<file path="config.mk">
export PLATFORM = sky130hd
export DESIGN_NAME = bbsr_regs
export DESIGN_NICKNAME = d
export VERILOG_FILES = /design/src/bbsr_pkg.sv /design/src/bbsr_regs.sv
export VERILOG_INCLUDE_DIRS = /design/src /design/src/src
export SDC_FILE = /design/constraint.sdc
export NUM_CORES = 1
export LEC_CHECK = 0
export BUFFER_PORTS_ARGS = -buffer_cell sky130_fd_sc_hd__clkbuf_2
export CORE_AREA = 3 3 140 142
export CTS_BUF_LIST = sky130_fd_sc_hd__clkbuf_16
export CTS_CLUSTER_SIZE = 8
export DETAILED_ROUTE_END_ITERATION = 8
export DIE_AREA = 0 0 143 145
export PLACE_DENSITY = 0.52
export SETUP_SLACK_MARGIN = 0.2
export SLEW_MARGIN = 25
export SYNTH_ARGS = -nofsm -noshare
export SYNTH_HDL_FRONTEND = slang
export SYNTH_SLANG_ARGS = --single-unit
export TNS_END_PERCENT = 1
</file>
<file path="constraint.sdc">
create_clock -name mclk -period 6.6 [get_ports mclk]
set_input_delay 0.33 -clock mclk [delete_from_list [all_inputs] [get_ports mclk]]
set_output_delay 0.33 -clock mclk [all_outputs]
set_load 0.005 [all_outputs]
</file>
<file path="src/bbsr_cfg.svh">
/*
  constants for the buck-boost and slew register bank: offsets, fields, resets, timing.
  assumes a 100 MHz core clock and an 8-bit subaddressed register port.
*/
// Summary of operation
// - third buck codes 24h-3Fh decode to 2.050-3.400 V in 50 mV steps.
// - buck-boost control register sits at 0x19 and resets to 0xB2 or strap default.
// - buck-boost writes take effect only once the password is satisfied.
// - any buck-boost write blanks over/undervoltage supervision for 5 ms.
// - bit 7 pulse-skip enable, reset 1; 0 forces fixed frequency.
// - bit 6 reads zero and ignores writes.
// - bits 5-0 voltage code, reset 32h; 25 mV then 50 mV steps.
// - strap-sampled resistor select may change third buck and buck-boost defaults; here the strap default is also 0xB2 and third buck ignores it.
// - slew register sits at 0x1A and resets to 0x6.
// - slew rate governs only first and second buck transitions.
// - slew bits: 7 trigger, 6 bypass, 5-3 read zero, 2-0 rate code.
// - trigger starts stepping toward set-points; device clears it when done.
// - with bypass set, set-point writes start slewed transitions directly.
// - rate codes 0-6 give 160 down to 2.5 us per step; 7 immediate.
`ifndef BBSR_CFG_SVH
`define BBSR_CFG_SVH
`define BBSR_ADDR_BB 8'h19
`define BBSR_ADDR_SLEW 8'h1A
`define BBSR_BB_RESET 8'hB2
`define BBSR_BB_ALT_RESET 8'hB2
`define BBSR_SLEW_RESET 8'h06
`define BBSR_BIT_PSKIP 7
`define BBSR_BIT_TRIG 7
`define BBSR_BIT_BYPASS 6
`define BBSR_CODE_MSB 5
`define BBSR_RATE_MSB 2
`define BBSR_RATE_SLOW_SHIFT 3'h6
`define BBSR_STRAP_FILL 2'h3
`define BBSR_BB_CODE_MASK 8'h3F
`define BBSR_SLEW_RATE_MASK 8'h07
`define BBSR_RATE_IMM 3'h7
`define BBSR_TB3_UPPER 6'h24
`define BBSR_BLANK_MS 5
`define BBSR_CLK_MHZ 100
`define BBSR_BLANK_CYC (`BBSR_BLANK_MS * 1000 * `BBSR_CLK_MHZ)
`define BBSR_STEP_BASE_NS 2500
`define BBSR_STEP_BASE_CYC (`BBSR_STEP_BASE_NS * `BBSR_CLK_MHZ / 1000)
`define BBSR_TB3_BASE_MV 2050
`define BBSR_TB3_STEP_MV 50
`endif

</file>
<file path="src/bbsr_pkg.sv">
/*
  types for the buck-boost and slew register bank.
  assumes bbsr_cfg.svh holds the numeric constants.
*/
`default_nettype none
package bbsr_pkg;
  typedef enum logic [1:0] {
    BBSR_IDLE = 2'b01,
    BBSR_STEP = 2'b10
  } bbsr_state_t;
endpackage
`default_nettype wire

</file>
<file path="src/bbsr_regs.sv">
/*
  register bank for the buck-boost control and transition slew registers, with
  supervision blanking and a set-point stepping engine for the first two bucks.
  assumes a register port already decoded from the management bus (one write strobe,
  one address, read data returned a cycle later), a password-ok level from the
  protection logic, and a resistor-select strap pin.
  the strap is caught once its three-flop synchroniser has filled; buck-boost writes
  arriving before that are ignored, so the host waits a few cycles after reset.
*/
`include "bbsr_cfg.svh"
`default_nettype none
module bbsr_regs
  import bbsr_pkg::*;
#(
  parameter int BLANK_CYC = `BBSR_BLANK_CYC,
  parameter int STEP_BASE_CYC = `BBSR_STEP_BASE_CYC
) (
  input wire logic mclk,
  input wire logic resetn,
  input wire logic reg_wr,
  input wire logic reg_rd,
  input wire logic [7:0] reg_addr,
  input wire logic [7:0] reg_wdata,
  output logic [7:0] reg_rdata,
  input wire logic password_ok,
  input wire logic resistor_default_select,
  input wire logic buck_setpoint_wr,
  input wire logic [5:0] third_buck_code,
  output logic [11:0] third_buck_mv,
  output logic buck_boost_pskip,
  output logic [5:0] buck_boost_code,
  output logic supervision_blank,
  output logic buck_slew_step,
  output logic buck_slew_busy
);
  logic [2:0] strap_sync_q;
  logic [1:0] strap_fill_q;
  logic strap_caught_q;
  logic [7:0] bb_q;
  logic trig_q;
  logic bypass_q;
  logic [2:0] rate_q;
  logic [31:0] blank_cnt_q;
  logic [31:0] blank_load;
  logic blank_q;
  logic [31:0] dwell_q;
  logic [31:0] dwell_len;
  logic [31:0] dwell_load;
  logic step_q;
  bbsr_state_t state_q;
  logic wr_bb;
  logic wr_slew;
  logic start;
  logic [2:0] rate_eff;
  logic step_end;
  logic tb3_upper;
  logic [5:0] tb3_offset;

  // decoded strobes and per-step dwell, all in the one clock domain
  assign wr_bb = reg_wr && (reg_addr == `BBSR_ADDR_BB);
  assign wr_slew = reg_wr && (reg_addr == `BBSR_ADDR_SLEW);
  assign start = (wr_slew && reg_wdata[`BBSR_BIT_TRIG]) || (bypass_q && buck_setpoint_wr);
  // a trigger write that also changes the rate must already dwell at the new rate
  assign rate_eff = wr_slew ? reg_wdata[`BBSR_RATE_MSB:0] : rate_q;
  // dwell doubles per code below 6; shift by (6 - code)
  assign dwell_len = 32'(STEP_BASE_CYC) << (`BBSR_RATE_SLOW_SHIFT - rate_eff);
  assign dwell_load = (rate_eff == `BBSR_RATE_IMM) ? 32'h0 : dwell_len - 32'h1;
  assign step_end = (state_q == BBSR_STEP) && (dwell_q == 32'h0);
  // cut to the counter width on purpose
  assign blank_load = 32'(BLANK_CYC - 1);
  assign tb3_upper = (third_buck_code >= `BBSR_TB3_UPPER);
  // wraps below the upper table; only used while tb3_upper is set
  assign tb3_offset = third_buck_code - `BBSR_TB3_UPPER;

  // strap passes three flops; only the last two are compared
  always_ff @(posedge mclk or negedge resetn) begin
    if (!resetn) begin
      strap_sync_q <= 3'h0;
    end else begin
      strap_sync_q <= {strap_sync_q[1:0], resistor_default_select};
    end
  end

  // counts the edges the synchroniser needs to fill after reset release
  // saturates once full, so it costs nothing after start-up
  always_ff @(posedge mclk or negedge resetn) begin
    if (!resetn) begin
      strap_fill_q <= 2'h0;
    end else if (strap_fill_q != `BBSR_STRAP_FILL) begin
      strap_fill_q <= strap_fill_q + 2'h1;
    end
  end

  // buck-boost control register; bit 6 never stored so it reads zero
  always_ff @(posedge mclk or negedge resetn) begin
    if (!resetn) begin
      bb_q <= `BBSR_BB_RESET;
      strap_caught_q <= 1'b0;
    end else if (!strap_caught_q) begin
      // strap value counts only once the last two synchroniser stages agree
      if (strap_fill_q == `BBSR_STRAP_FILL && strap_sync_q[2] == strap_sync_q[1]) begin
        strap_caught_q <= 1'b1;
        if (strap_sync_q[2]) begin
          bb_q <= `BBSR_BB_ALT_RESET;
        end
      end
    end else if (wr_bb && password_ok) begin
      bb_q <= {reg_wdata[`BBSR_BIT_PSKIP], 1'b0, reg_wdata[`BBSR_CODE_MSB:0]};
    end
  end

  // slew configuration fields; bits 5-3 are never stored so they read zero
  // bypass and rate take effect on the write edge; the engine sees rate_eff meanwhile
  always_ff @(posedge mclk or negedge resetn) begin
    if (!resetn) begin
      bypass_q <= 1'b0;
      rate_q <= 3'(`BBSR_SLEW_RESET & `BBSR_SLEW_RATE_MASK);
    end else if (wr_slew) begin
      bypass_q <= reg_wdata[`BBSR_BIT_BYPASS];
      rate_q <= reg_wdata[`BBSR_RATE_MSB:0];
    end
  end

  // trigger bit; a host set wins over the self-clear at transition end
  always_ff @(posedge mclk or negedge resetn) begin
    if (!resetn) begin
      trig_q <= 1'b0;
    end else if (wr_slew && reg_wdata[`BBSR_BIT_TRIG]) begin
      trig_q <= 1'b1;
    end else if (step_end && !start) begin
      trig_q <= 1'b0;
    end
  end

  // blanking counter restarts on every buck-boost write attempt, protected or not
  always_ff @(posedge mclk or negedge resetn) begin
    if (!resetn) begin
      blank_cnt_q <= 32'h0;
    end else if (wr_bb) begin
      blank_cnt_q <= blank_load;
    end else if (blank_cnt_q != 32'h0) begin
      blank_cnt_q <= blank_cnt_q - 32'h1;
    end
  end

  // blanking flag drops the cycle after the counter runs out
  always_ff @(posedge mclk or negedge resetn) begin
    if (!resetn) begin
      blank_q <= 1'b0;
    end else if (wr_bb) begin
      blank_q <= 1'b1;
    end else if (blank_cnt_q == 32'h0) begin
      blank_q <= 1'b0;
    end
  end

  // stepping engine: one step pulse per dwell; analog side reports arrival by set-point
  // write ending here is a limitation: the end is one dwell after the start
  always_ff @(posedge mclk or negedge resetn) begin
    if (!resetn) begin
      state_q <= BBSR_IDLE;
      dwell_q <= 32'h0;
    end else begin
      unique case (state_q)
        BBSR_IDLE: begin
          if (start) begin
            state_q <= BBSR_STEP;
            dwell_q <= dwell_load;
          end
        end
        BBSR_STEP: begin
          // a start landing on the last dwell cycle chains straight into the next step
          if (dwell_q == 32'h0) begin
            state_q <= start ? BBSR_STEP : BBSR_IDLE;
            dwell_q <= dwell_load;
          end else begin
            dwell_q <= dwell_q - 32'h1;
          end
        end
      endcase
    end
  end

  // one-cycle pulse per voltage step for the first two bucks only
  always_ff @(posedge mclk or negedge resetn) begin
    if (!resetn) begin
      step_q <= 1'b0;
    end else begin
      step_q <= step_end;
    end
  end

  // read data is registered and holds until the next read; unmapped reads give zero
  always_ff @(posedge mclk or negedge resetn) begin
    if (!resetn) begin
      reg_rdata <= 8'h00;
    end else if (reg_rd) begin
      unique case (reg_addr)
        `BBSR_ADDR_BB: reg_rdata <= bb_q;
        `BBSR_ADDR_SLEW: reg_rdata <= {trig_q, bypass_q, 3'h0, rate_q};
        default: reg_rdata <= 8'h00;
      endcase
    end
  end

  // third buck upper table; lower codes belong to another block and give zero here
  always_ff @(posedge mclk or negedge resetn) begin
    if (!resetn) begin
      third_buck_mv <= 12'h000;
    end else if (tb3_upper) begin
      third_buck_mv <= 12'(`BBSR_TB3_BASE_MV + `BBSR_TB3_STEP_MV * tb3_offset);
    end else begin
      third_buck_mv <= 12'h000;
    end
  end

  assign buck_boost_pskip = bb_q[`BBSR_BIT_PSKIP];
  assign buck_boost_code = bb_q[`BBSR_CODE_MSB:0];
  assign supervision_blank = blank_q;
  assign buck_slew_step = step_q;
  assign buck_slew_busy = trig_q;
endmodule // bbsr_regs
`default_nettype wire

</file>
=== After elaboration in Yosys (flattened, before gate mapping) ===
Cells that the tools add are included.

* Bits in registers: 107
* Latch bits: 0
* RAM bits: 0
* Bits in read-only memories: 0
* Input port bits: 29
* Output and inout port bits: 30
* Logic and storage cells: 78
* Memories kept: 0

* Add/sub/neg operators: 7
* $mul: 1
* Div/mod/pow operators: 0
* $lt $le $gt $ge: 1
* Eq/ne operators: 11
* Shift operators: 1
* Muxes and demuxes: 23
* Bitwise gates (word level): 0
* Reductions and logical operators: 20

{| class="wikitable"
|+ Operators with widths
! kind !! count
|-
| $mux 32 || 5
|-
| $sub 32x1->32 const B || 3
|-
| $logic_not 32->1 || 2
|-
| $pmux 32 s2 || 1
|-
| $mux 8 || 4
|-
| $reduce_bool 32->1 || 1
|-
| $shl 8x3->32 const A || 1
|-
| $eq 8x5->1 const B || 2
|-
| $pmux 8 s2 || 1
|-
| $add 12x12->12 const A || 1
|-
| $mux 12 || 1
|-
| $mul 5x6->11 const A || 1
|-
| $reduce_bool 2->1 || 5
|-
| $logic_and 1x1->1 || 8
|-
| $ge 6x6->1 const B || 1
|-
| $mux 1 || 6
|-
| $mux 2 || 3
|-
| $sub 6x6->6 const B || 1
|-
| $eq 2x2->1 const B || 2
|-
| $ne 2x1->1 const B || 2
|-
| $ne 2x2->1 const B || 2
|-
| $pmux 2 s2 || 1
|-
| $eq 3x3->1 const B || 1
|-
| $mux 3 || 1
|-
| 8 further kinds || 8
|}

=== Longest topological paths before layout ===
Gate-level depths: netlist of run 1.

* Word-level depth: 9
* Gate-level depth with buffers: 15
* Gate-level depth less buffers: 13

=== Worst setup path before layout of run 1 ===
OpenSTA, ideal clock, no wires.

* Kind: input to register
* Start point: in third_buck_code[2]
* End point: reg third_buck_mv[11]
* Setup time: 0.128 ns
* Arrival: 3.199 ns
* Required time: 6.472 ns
* Setup slack: 3.272 ns
* Stages on the path: 13
* Buffers on the path: 0
* Cells stage by stage: inv_1 > ha_1 > xor2_1 > ha_1 > ha_1 > ha_1 > ha_1 > o21ai_0 > or4b_2 > o2111ai_1 > nand4_1 > xnor2_1 > nor2_1

* Cells in the longest elaborated chain, start to end: 4
* Elaborated cells between the ends (all ways): 5
* Those cells by class: add/sub: 2; mul: 1; order compare: 1; mux: 1

{| class="wikitable"
|+ RTL lines
! item !! RTL line !! RTL
|-
| start: declaration || bbsr_regs.sv:28 || <nowiki>input wire logic [5:0] third_buck_code,</nowiki>
|-
| $sub 6x6->6 (no source line) || - ||
|-
| $mul 5x6->11 (no source line) || - ||
|-
| $add 12x12->12 (no source line) || - ||
|-
| $mux 12 * || bbsr_regs.sv:210 || <nowiki>end else if (tb3_upper) begin</nowiki>
|-
| end signal: assignment || bbsr_regs.sv:211 || <nowiki>third_buck_mv <= 12'(`BBSR_TB3_BASE_MV + `BBSR_TB3_STEP_MV * tb3_offset);</nowiki>
|-
| end: declaration || bbsr_regs.sv:29 || <nowiki>output logic [11:0] third_buck_mv,</nowiki>
|}

Mark *: on every way between the ends. The rest lies on a longest branch, timed or not.
A chain may end at the register's enable or synchronous reset.

=== Worst setup path after layout of run 1 ===
Same ends and word-level chain as after synthesis.

==> results_dict.tcl, run 1 <==
set metrics [dict create \
    status "complete, no violations" \
    port-buffer-count 57 \
    finish.cell_count_without_fillers 979 \
    worstSetupPathType "in -> reg" \
    cts_tree "done" \
    cts_resized 0 \
    grt_setup_unrepaired "false" \
    max_freq_mhz 294 \
    synth_cells 695 \
    gp_congestion 0.803 \
    cts-buffers-inserted 9 \
    synthesis.yosys.warnings 0 \
    floorplan.rows 50 \
    seq_area_frac_synth 0.413 \
    die_width_um 143 \
    setup_viol_count_final 0 \
    final.setup.tns_ns 0 \
    dr.max_layer_used "met4" \
    cts-root-to-sink-buffers 2 \
    cp.required_ns 6.83 \
    grt_antenna_before_repair 0 \
    critPathMaxFanout 5 \
    postCtsHoldBufs 0 \
    average_wire_per_standard_cell_um 15.4 \
    grt_first_pass_wirelength_um 25900 \
    antenna_cells 0 \
    timing.final.hold_violations 0 \
    cp_data_arrival_time_ns 3.63 \
    wirelength_um 15100 \
    cts_max_level 3 \
    yosysUniqueCellTypes 77 \
    clock_skew_ns 0.00490 \
    insertion_delay_ns 0.35 \
    post-route-util 0.383 \
    min_path_type "in -> async" \
    coreArea_mm2 0.0186 \
    global_route.usage.total 0.151 \
    netSwitchingPower_w 0.000476 \
    num-fill-cells 1870 \
    synthToLayoutAreaGrowth_pct 11.5 \
    pwr-share-seq 0.482 \
    overflow 0 \
    endpoint_kind "flop" \
    peakVddDrop_v 0.000106 \
    worst_slew_pin_slew_ns 0.940 \
    slew-limit-headroom 0.369 \
    postSynthAreaPerCell_um2 9.19 \
    floorplan.initialDensity 0.344 \
    initialDrtViolationCount 219 \
    wl_met2_um 7480 \
    first_pass_iters 5 \
    numClockSinks 105 \
    synth_async_sr_flop_share 1.00 \
    final-max-slew-violation-count 0 \
    post-cts-setup-buffers 0 \
    dr_wl_met3_um 614 \
    power-per-cell-area_mw_per_mm2 220 \
    power_switching_share 0.304 \
    synthesis_stage_register_bit_count 105 \
    detailedPlacementHpwl_um 10900 \
    antenna_violating_nets_post_route 0 \
    power_frac_comb 0.195 \
    drc 0 \
    io_pins 59 \
    drive_above_1_share 0.149 \
    clk_transition_reported_paths_ns 0.07 \
    drt-vias-per-instance 5.38 \
    timing.final.crit_share 0.515 \
    timing.final.crit_period_ns 3.40 \
    timing.max_cap.violations 0 \
    detail_route.wirelength.met1_um 6870 \
    setup_crit_start_kind "input pin" \
    height_of_the_chip_um 145 \
    maximum_number_of_pins_on_one_net_before_global_route_repair 56 \
    design.final.nets 802 \
    number_of_synthesized_flops_with_an_enable_pin 0 \
    placed_cells_incl_taps 963 \
    clkPwrFrac 0.323 \
    via_count 5271 \
    clock_tree_root_driver_cell "sky130_fd_sc_hd__clkbuf_16" \
    die-area_mm2 0.0207 \
    vias_in_the_first_global_route 5211 \
    leakage_nw 2.80 \
    synthFlopType "sky130_fd_sc_hd__dfrtp_1" \
    mappedNetlistArea_mm2 0.00638 \
    cell_internal_pwr_w 0.00109 \
]
==> sequential cells by signal, summed over array words and instances, names as in the netlist <==
name	flops
strap_sync_q	3
bb_q	7
supervision_blank	1
state_q	2
dwell_q	32
strap_caught_q	1
reg_rdata	8
strap_fill_q	2
rate_q	3
buck_slew_step	1
blank_cnt_q	32
third_buck_mv	11
buck_slew_busy	1
bypass_q	1
==> cell type report <==
type	instances	area, um^2	area share
clock buffers	9	225	0.0316
inverters	31	116	0.0163
clock inverters	7	47.5	0.00668
well taps	234	293	0.0411
repair buffers	62	325	0.0457
flip-flops and latches	105	2640	0.370
multi-input cells	531	3480	0.488
==> placed cells by master, fill, tap and decap left out, types with 5 or more instances in the layout <==
cell / count
sky130_fd_sc_hd__buf_4: 6
sky130_fd_sc_hd__nand3b_1: 6
sky130_fd_sc_hd__inv_1: 32
sky130_fd_sc_hd__nor4_1: 18
sky130_fd_sc_hd__nand4_1: 5
sky130_fd_sc_hd__nor2_1: 67
sky130_fd_sc_hd__dfrtp_1: 98
sky130_fd_sc_hd__xnor2_1: 27
sky130_fd_sc_hd__and3_1: 7
sky130_fd_sc_hd__nand3_1: 30
sky130_fd_sc_hd__o21ai_1: 19
sky130_fd_sc_hd__clkbuf_2: 56
sky130_fd_sc_hd__nor3_1: 25
sky130_fd_sc_hd__a22oi_1: 7
sky130_fd_sc_hd__or3_1: 7
sky130_fd_sc_hd__o21ai_0: 39
sky130_fd_sc_hd__o31ai_1: 7
sky130_fd_sc_hd__or4_1: 7
sky130_fd_sc_hd__xor2_1: 18
sky130_fd_sc_hd__clkbuf_16: 9
sky130_fd_sc_hd__a31oi_1: 5
sky130_fd_sc_hd__o211ai_1: 7
sky130_fd_sc_hd__ha_1: 32
sky130_fd_sc_hd__nand2b_1: 9
sky130_fd_sc_hd__a21oi_1: 25
sky130_fd_sc_hd__nand2_1: 73
sky130_fd_sc_hd__nor2b_1: 9
sky130_fd_sc_hd__dfstp_2: 7
==> synth_stat cells (3+ instances only) <==
cell	instances	share of area
sky130_fd_sc_hd__a22oi_1	7	0.0082
sky130_fd_sc_hd__o21a_1	3	0.0035
sky130_fd_sc_hd__a21oi_1	25	0.020
sky130_fd_sc_hd__buf_6	5	0.0088
sky130_fd_sc_hd__nand3_1	30	0.024
sky130_fd_sc_hd__o22a_1	4	0.0055
sky130_fd_sc_hd__a21oi_2	4	0.0055
sky130_fd_sc_hd__o21ai_0	39	0.031
sky130_fd_sc_hd__xor2_1	18	0.025
sky130_fd_sc_hd__clkbuf_1	17	0.010
sky130_fd_sc_hd__buf_2	3	0.0024
sky130_fd_sc_hd__o41ai_1	3	0.0041
sky130_fd_sc_hd__o31ai_1	7	0.0082
sky130_fd_sc_hd__and3_1	7	0.0069
sky130_fd_sc_hd__dfrtp_1	98	0.38
sky130_fd_sc_hd__o21ai_1	19	0.015
sky130_fd_sc_hd__inv_1	31	0.018
sky130_fd_sc_hd__o31a_1	3	0.0041
sky130_fd_sc_hd__a221o_1	4	0.0063
sky130_fd_sc_hd__nor4b_1	3	0.0041
sky130_fd_sc_hd__nor2_1	67	0.039
sky130_fd_sc_hd__nand4_1	5	0.0049
sky130_fd_sc_hd__a31oi_1	5	0.0049
sky130_fd_sc_hd__ha_1	32	0.063
sky130_fd_sc_hd__mux2i_1	4	0.0063
sky130_fd_sc_hd__dfstp_2	7	0.029
sky130_fd_sc_hd__nor4_1	18	0.018
sky130_fd_sc_hd__a22o_1	3	0.0041
sky130_fd_sc_hd__nand2_1	73	0.043
sky130_fd_sc_hd__or4_1	7	0.0082
sky130_fd_sc_hd__nor3_1	25	0.020
sky130_fd_sc_hd__nand2b_1	9	0.0088
sky130_fd_sc_hd__nor2b_1	9	0.0088
sky130_fd_sc_hd__xnor2_1	27	0.037
sky130_fd_sc_hd__nand3b_1	6	0.0071
sky130_fd_sc_hd__o211ai_1	7	0.0082
sky130_fd_sc_hd__or3_1	7	0.0069
sky130_fd_sc_hd__and4_1	3	0.0041
==> per-layer routing <==
layer	up-vias	track usage
met2	112	0.252
met3	16	0.0372
met1	2552	0.198
met4	0	0.0347
li1	2591	-
met5	-	0
==> per-stage QoR <==
stage	worst slack, ns	hold WS [ns]	power, W	area, um^2
finish	3.20	0.00609	0.00157	7120
global route	3.03	0.0608	0.00167	7120
CTS	3.22	0.0359	0.00159	7120
detailed placement	2.86	0.335	0.00107	6850
global placement	2.95	0.338	0.00106	6850
floorplan	3.27	0.0344	0.000976	6390
==> power groups by stage <==
| stage | Clock (W) | Sequential, W | Combinational [W] |
|---|---|---|---|
| 3_3_place_gp | 0 | 0.000764 | 0.000301 |
| 5_1_grt | 0.000552 | 0.000765 | 0.000350 |
| 4_1_cts | 0.000527 | 0.000754 | 0.000310 |
| 3_5_place_dp | 0 | 0.000765 | 0.000308 |
| 6_report | 0.000506 | 0.000755 | 0.000305 |
| 2_1_floorplan | 0 | 0.000754 | 0.000222 |
==> worst paths after layout <==
path                                           start                          end  slack [ns]  cells past startpoint
min in group mclk            resistor_default_select    strap_sync_q[0]$_DFF_PN0_        0.08                      1
hold reg to reg            strap_sync_q[0]$_DFF_PN0_    strap_sync_q[1]$_DFF_PN0_        0.35                      0
max in group asynchronous                     resetn     reg_rdata[2]$_DFFE_PN0P_        5.42                      2
setup reg to reg              dwell_q[8]$_DFFE_PN0P_      dwell_q[13]$_DFFE_PN0P_        3.86                      7
setup / recovery                  third_buck_code[2]  third_buck_mv[11]$_DFF_PN0_        3.20                     14
hold / removal                                resetn      dwell_q[23]$_DFFE_PN0P_       0.006                      1
==> worst max-delay path, cell delays in order <==
cell and delay [ns]:
sky130_fd_sc_hd__clkbuf_2 0.14, sky130_fd_sc_hd__inv_1 0.09, sky130_fd_sc_hd__ha_1 0.24, sky130_fd_sc_hd__xor2_1 0.31, sky130_fd_sc_hd__ha_1 0.30, sky130_fd_sc_hd__ha_1 0.28, sky130_fd_sc_hd__ha_1 0.30, sky130_fd_sc_hd__ha_1 0.35
sky130_fd_sc_hd__o21ai_0 0.13, sky130_fd_sc_hd__or4b_2 0.63, sky130_fd_sc_hd__o2111ai_1 0.16, sky130_fd_sc_hd__nand4_1 0.14, sky130_fd_sc_hd__xnor2_1 0.18, sky130_fd_sc_hd__nor2_1 0.05
==> cell families (layout without fill, tap and decap cells) <==
kind of cell / count (synthesis) / count (layout) / synth area share
adders and majority gates: 33 / 33 / 0.0659
muxes: 7 / 7 / 0.0133
other: 1 / 2 / 0.000587
xor gates and xnor gates: 45 / 45 / 0.0617
buffers and inverters: 60 / 109 / 0.0429
AOI/OAI and AO/OA: 152 / 152 / 0.159
DFF: 105 / 105 / 0.413
and+or+nand+nor: 292 / 292 / 0.243
Power figures use the tool's default switching activity.
==> run 2, diff against run 1 <==
clock period = 3.4 ns   (was 6.6 ns; I/O delays follow)
==> results_dict.tcl, run 2 (synthesis gave the netlist of run 1 again) <==
set metrics [dict create \
    status "complete, no violations" \
    finish.cell_count_without_fillers 994 \
    via_count 5396 \
    first_pass_iters 5 \
    setup_crit_start_kind "input pin" \
    height_of_the_chip_um 145 \
    power-per-cell-area_mw_per_mm2 434 \
    cts-buffers-inserted 9 \
    dr_wl_met3_um 524 \
    min_delay_path_depth 3 \
    drive_above_1_share 0.171 \
    drt-vias-per-instance 5.43 \
    coreArea_mm2 0.0186 \
    layout_commonest_cell "sky130_fd_sc_hd__dfrtp_1" \
    worst_r2r_startpoint "dwell_q[26]$_DFFE_PN0P_" \
    critPathMaxFanout 4 \
    global_route.usage.total 0.157 \
    detailedPlacementHpwl_um 11400 \
    synthToLayoutAreaGrowth_pct 14.3 \
    cts_tree "done" \
    grt_first_pass_wirelength_um 26600 \
    clkPwrFrac 0.342 \
    timing.final.crit_period_ns 3.01 \
    drc 0 \
    endpoint_kind "flop" \
    clock_skew_ns 0.0105 \
    dr.max_layer_used "met4" \
    wl_met2_um 7970 \
    overflow 0 \
    io_pins 59 \
    worst_setup_path_startpoint "third_buck_code[2]" \
    cell_internal_pwr_w 0.00221 \
    final-max-slew-violation-count 0 \
    design.final.nets 817 \
    max_stage_delay_ns 0.63 \
    maximum_number_of_pins_on_one_net_before_global_route_repair 55 \
    timing.max_cap.violations 0 \
    insertion_delay_ns 0.36 \
    detail_route.wirelength.met1_um 7010 \
    crit_top_cell "sky130_fd_sc_hd__ha_1" \
    netSwitchingPower_w 0.000957 \
    cts-root-to-sink-buffers 2 \
    wirelength_um 15800 \
    crit-reg2reg-capture "dwell_q[8]$_DFFE_PN0P_" \
    antenna_cells 0 \
    pwr-share-seq 0.463 \
    power_switching_share 0.302 \
    path_cells "clkbuf_2 -> inv_1 -> ha_2 -> xor2_2 -> ha_1 -> ha_1 -> ha_1 -> ha_1 -> o21ai_0 -> or4b_2 -> o2111ai_1 -> nand4_1 -> xnor2_1 -> nor2_1" \
    worstSetupPathType "in -> reg" \
    timing.final.hold_violations 0 \
    num-fill-cells 1851 \
    min-delay-start "reg_wdata[3]" \
    gp_congestion 0.818 \
    layout_common_cells "sky130_fd_sc_hd__dfrtp_1 (98), sky130_fd_sc_hd__nand2_1 (73), sky130_fd_sc_hd__nor2_1 (67)" \
    min_path_type "in -> reg" \
    placed_cells_incl_taps 975 \
    min_to "bb_q[3]$_DFFE_PN0P_" \
    timing.reg2reg.worst_path_depth 7 \
    antenna_violating_nets_post_route 0 \
    clk_transition_reported_paths_ns 0.08 \
    power_frac_comb 0.195 \
    initialDrtViolationCount 276 \
    floorplan.rows 50 \
    max_freq_mhz 332 \
    clock_tree_root_driver_cell "sky130_fd_sc_hd__clkbuf_16" \
    grt_setup_unrepaired "false" \
    numClockSinks 105 \
    largestRegisters "blank_cnt_q x32, dwell_q x32, third_buck_mv x11" \
    cp_data_arrival_time_ns 3.25 \
    die-area_mm2 0.0207 \
    cpMaxStageDelayCell "sky130_fd_sc_hd__or4b_2" \
    peakVddDrop_v 0.000252 \
    cp.required_ns 3.64 \
    worst_slew_pin_slew_ns 0.736 \
    slew-limit-headroom 0.506 \
    leakage_nw 2.89 \
    floorplan.initialDensity 0.344 \
    average_wire_per_standard_cell_um 15.9 \
    timing.final.crit_share 0.887 \
    port-buffer-count 57 \
    cts_max_level 3 \
    die_width_um 143 \
    r2r_setup_slack_ns 0.87 \
    vias_in_the_first_global_route 5471 \
    fin_total_pwr_w 0.00317 \
    setup_viol_count_final 0 \
    grt_antenna_before_repair 0 \
]
-- run 2: worst max-delay path by stage --
| stage | endpoint | slack, ns | depth (start not counted) |
|---|---|---|---|
| after global placement | third_buck_mv[11]$_DFF_PN0_ | 0.02 | 14 |
| after detailed placement | third_buck_mv[11]$_DFF_PN0_ | -0.08 | 14 |
| after global routing | third_buck_mv[11]$_DFF_PN0_ | 0.23 | 14 |
| after floorplan | third_buck_mv[11]$_DFF_PN0_ | 0.23 | 13 |
| after CTS | third_buck_mv[11]$_DFF_PN0_ | 0.31 | 14 |
| final | third_buck_mv[11]$_DFF_PN0_ | 0.39 | 14 |
-- run 2: layout make-up --
cell class | instances | area, um^2 | share of cell area
clock buffer | 9 | 225 | 0.0309
clock inverter | 7 | 77.6 | 0.0106
inverter | 31 | 116 | 0.0159
multi-input combinational | 531 | 3490 | 0.479
sequential | 105 | 2640 | 0.361
tap | 234 | 293 | 0.0401
timing repair buffer | 77 | 455 | 0.0624
-- run 2: power by group through the flow --
| stage | logic (W) | clock network [W] | registers (W) |
|---|---|---|---|
| after global routing | 0.000709 | 0.00117 | 0.00148 |
| after floorplan | 0.000431 | 0 | 0.00146 |
| final | 0.000619 | 0.00108 | 0.00147 |
| after detailed placement | 0.000622 | 0 | 0.00149 |
| after CTS | 0.000626 | 0.00112 | 0.00146 |
| after global placement | 0.000601 | 0 | 0.00148 |
-- run 2: routing by layer --
metal  vias up  GRT usage
li1       2612          -
met1      2642      0.198
met2       116      0.266
met3        26     0.0336
met4         0     0.0494
met5         -          0
-- run 2: repair_timing --
| action | in CTS | in global routing |
|---|---|---|
| endpoints found under the hold margin | 52 | 0 |
| endpoints found under the setup margin | 0 | 1 |
| buffers inserted | 0 | 1 |
| resized for setup | 0 | 3 |
| hold buffers | 2 | 0 |
-- run 2: critical path, delay by kind of cell --
kind	cells	cell delay (ns)
fa+ha+maj	5	1.39
simple gates	3	0.83
xor+xnor	2	0.36
compound gates	2	0.30
buf+inv	2	0.18
-- run 2: metrics by stage --
step	util	setup slack, ns	area, um^2	TNS [ns]	hold slack [ns]
floorplan	-	0.232	6390	0	-0.126
global placement	0.374	0.0228	6950	0	0.250
detailed placement	0.374	-0.0759	6950	-0.0759	0.264
CTS	0.391	0.309	7270	0	0.0322
global route	0.393	0.229	7300	0	0.0463
finish	0.393	0.385	7300	0	0.0419
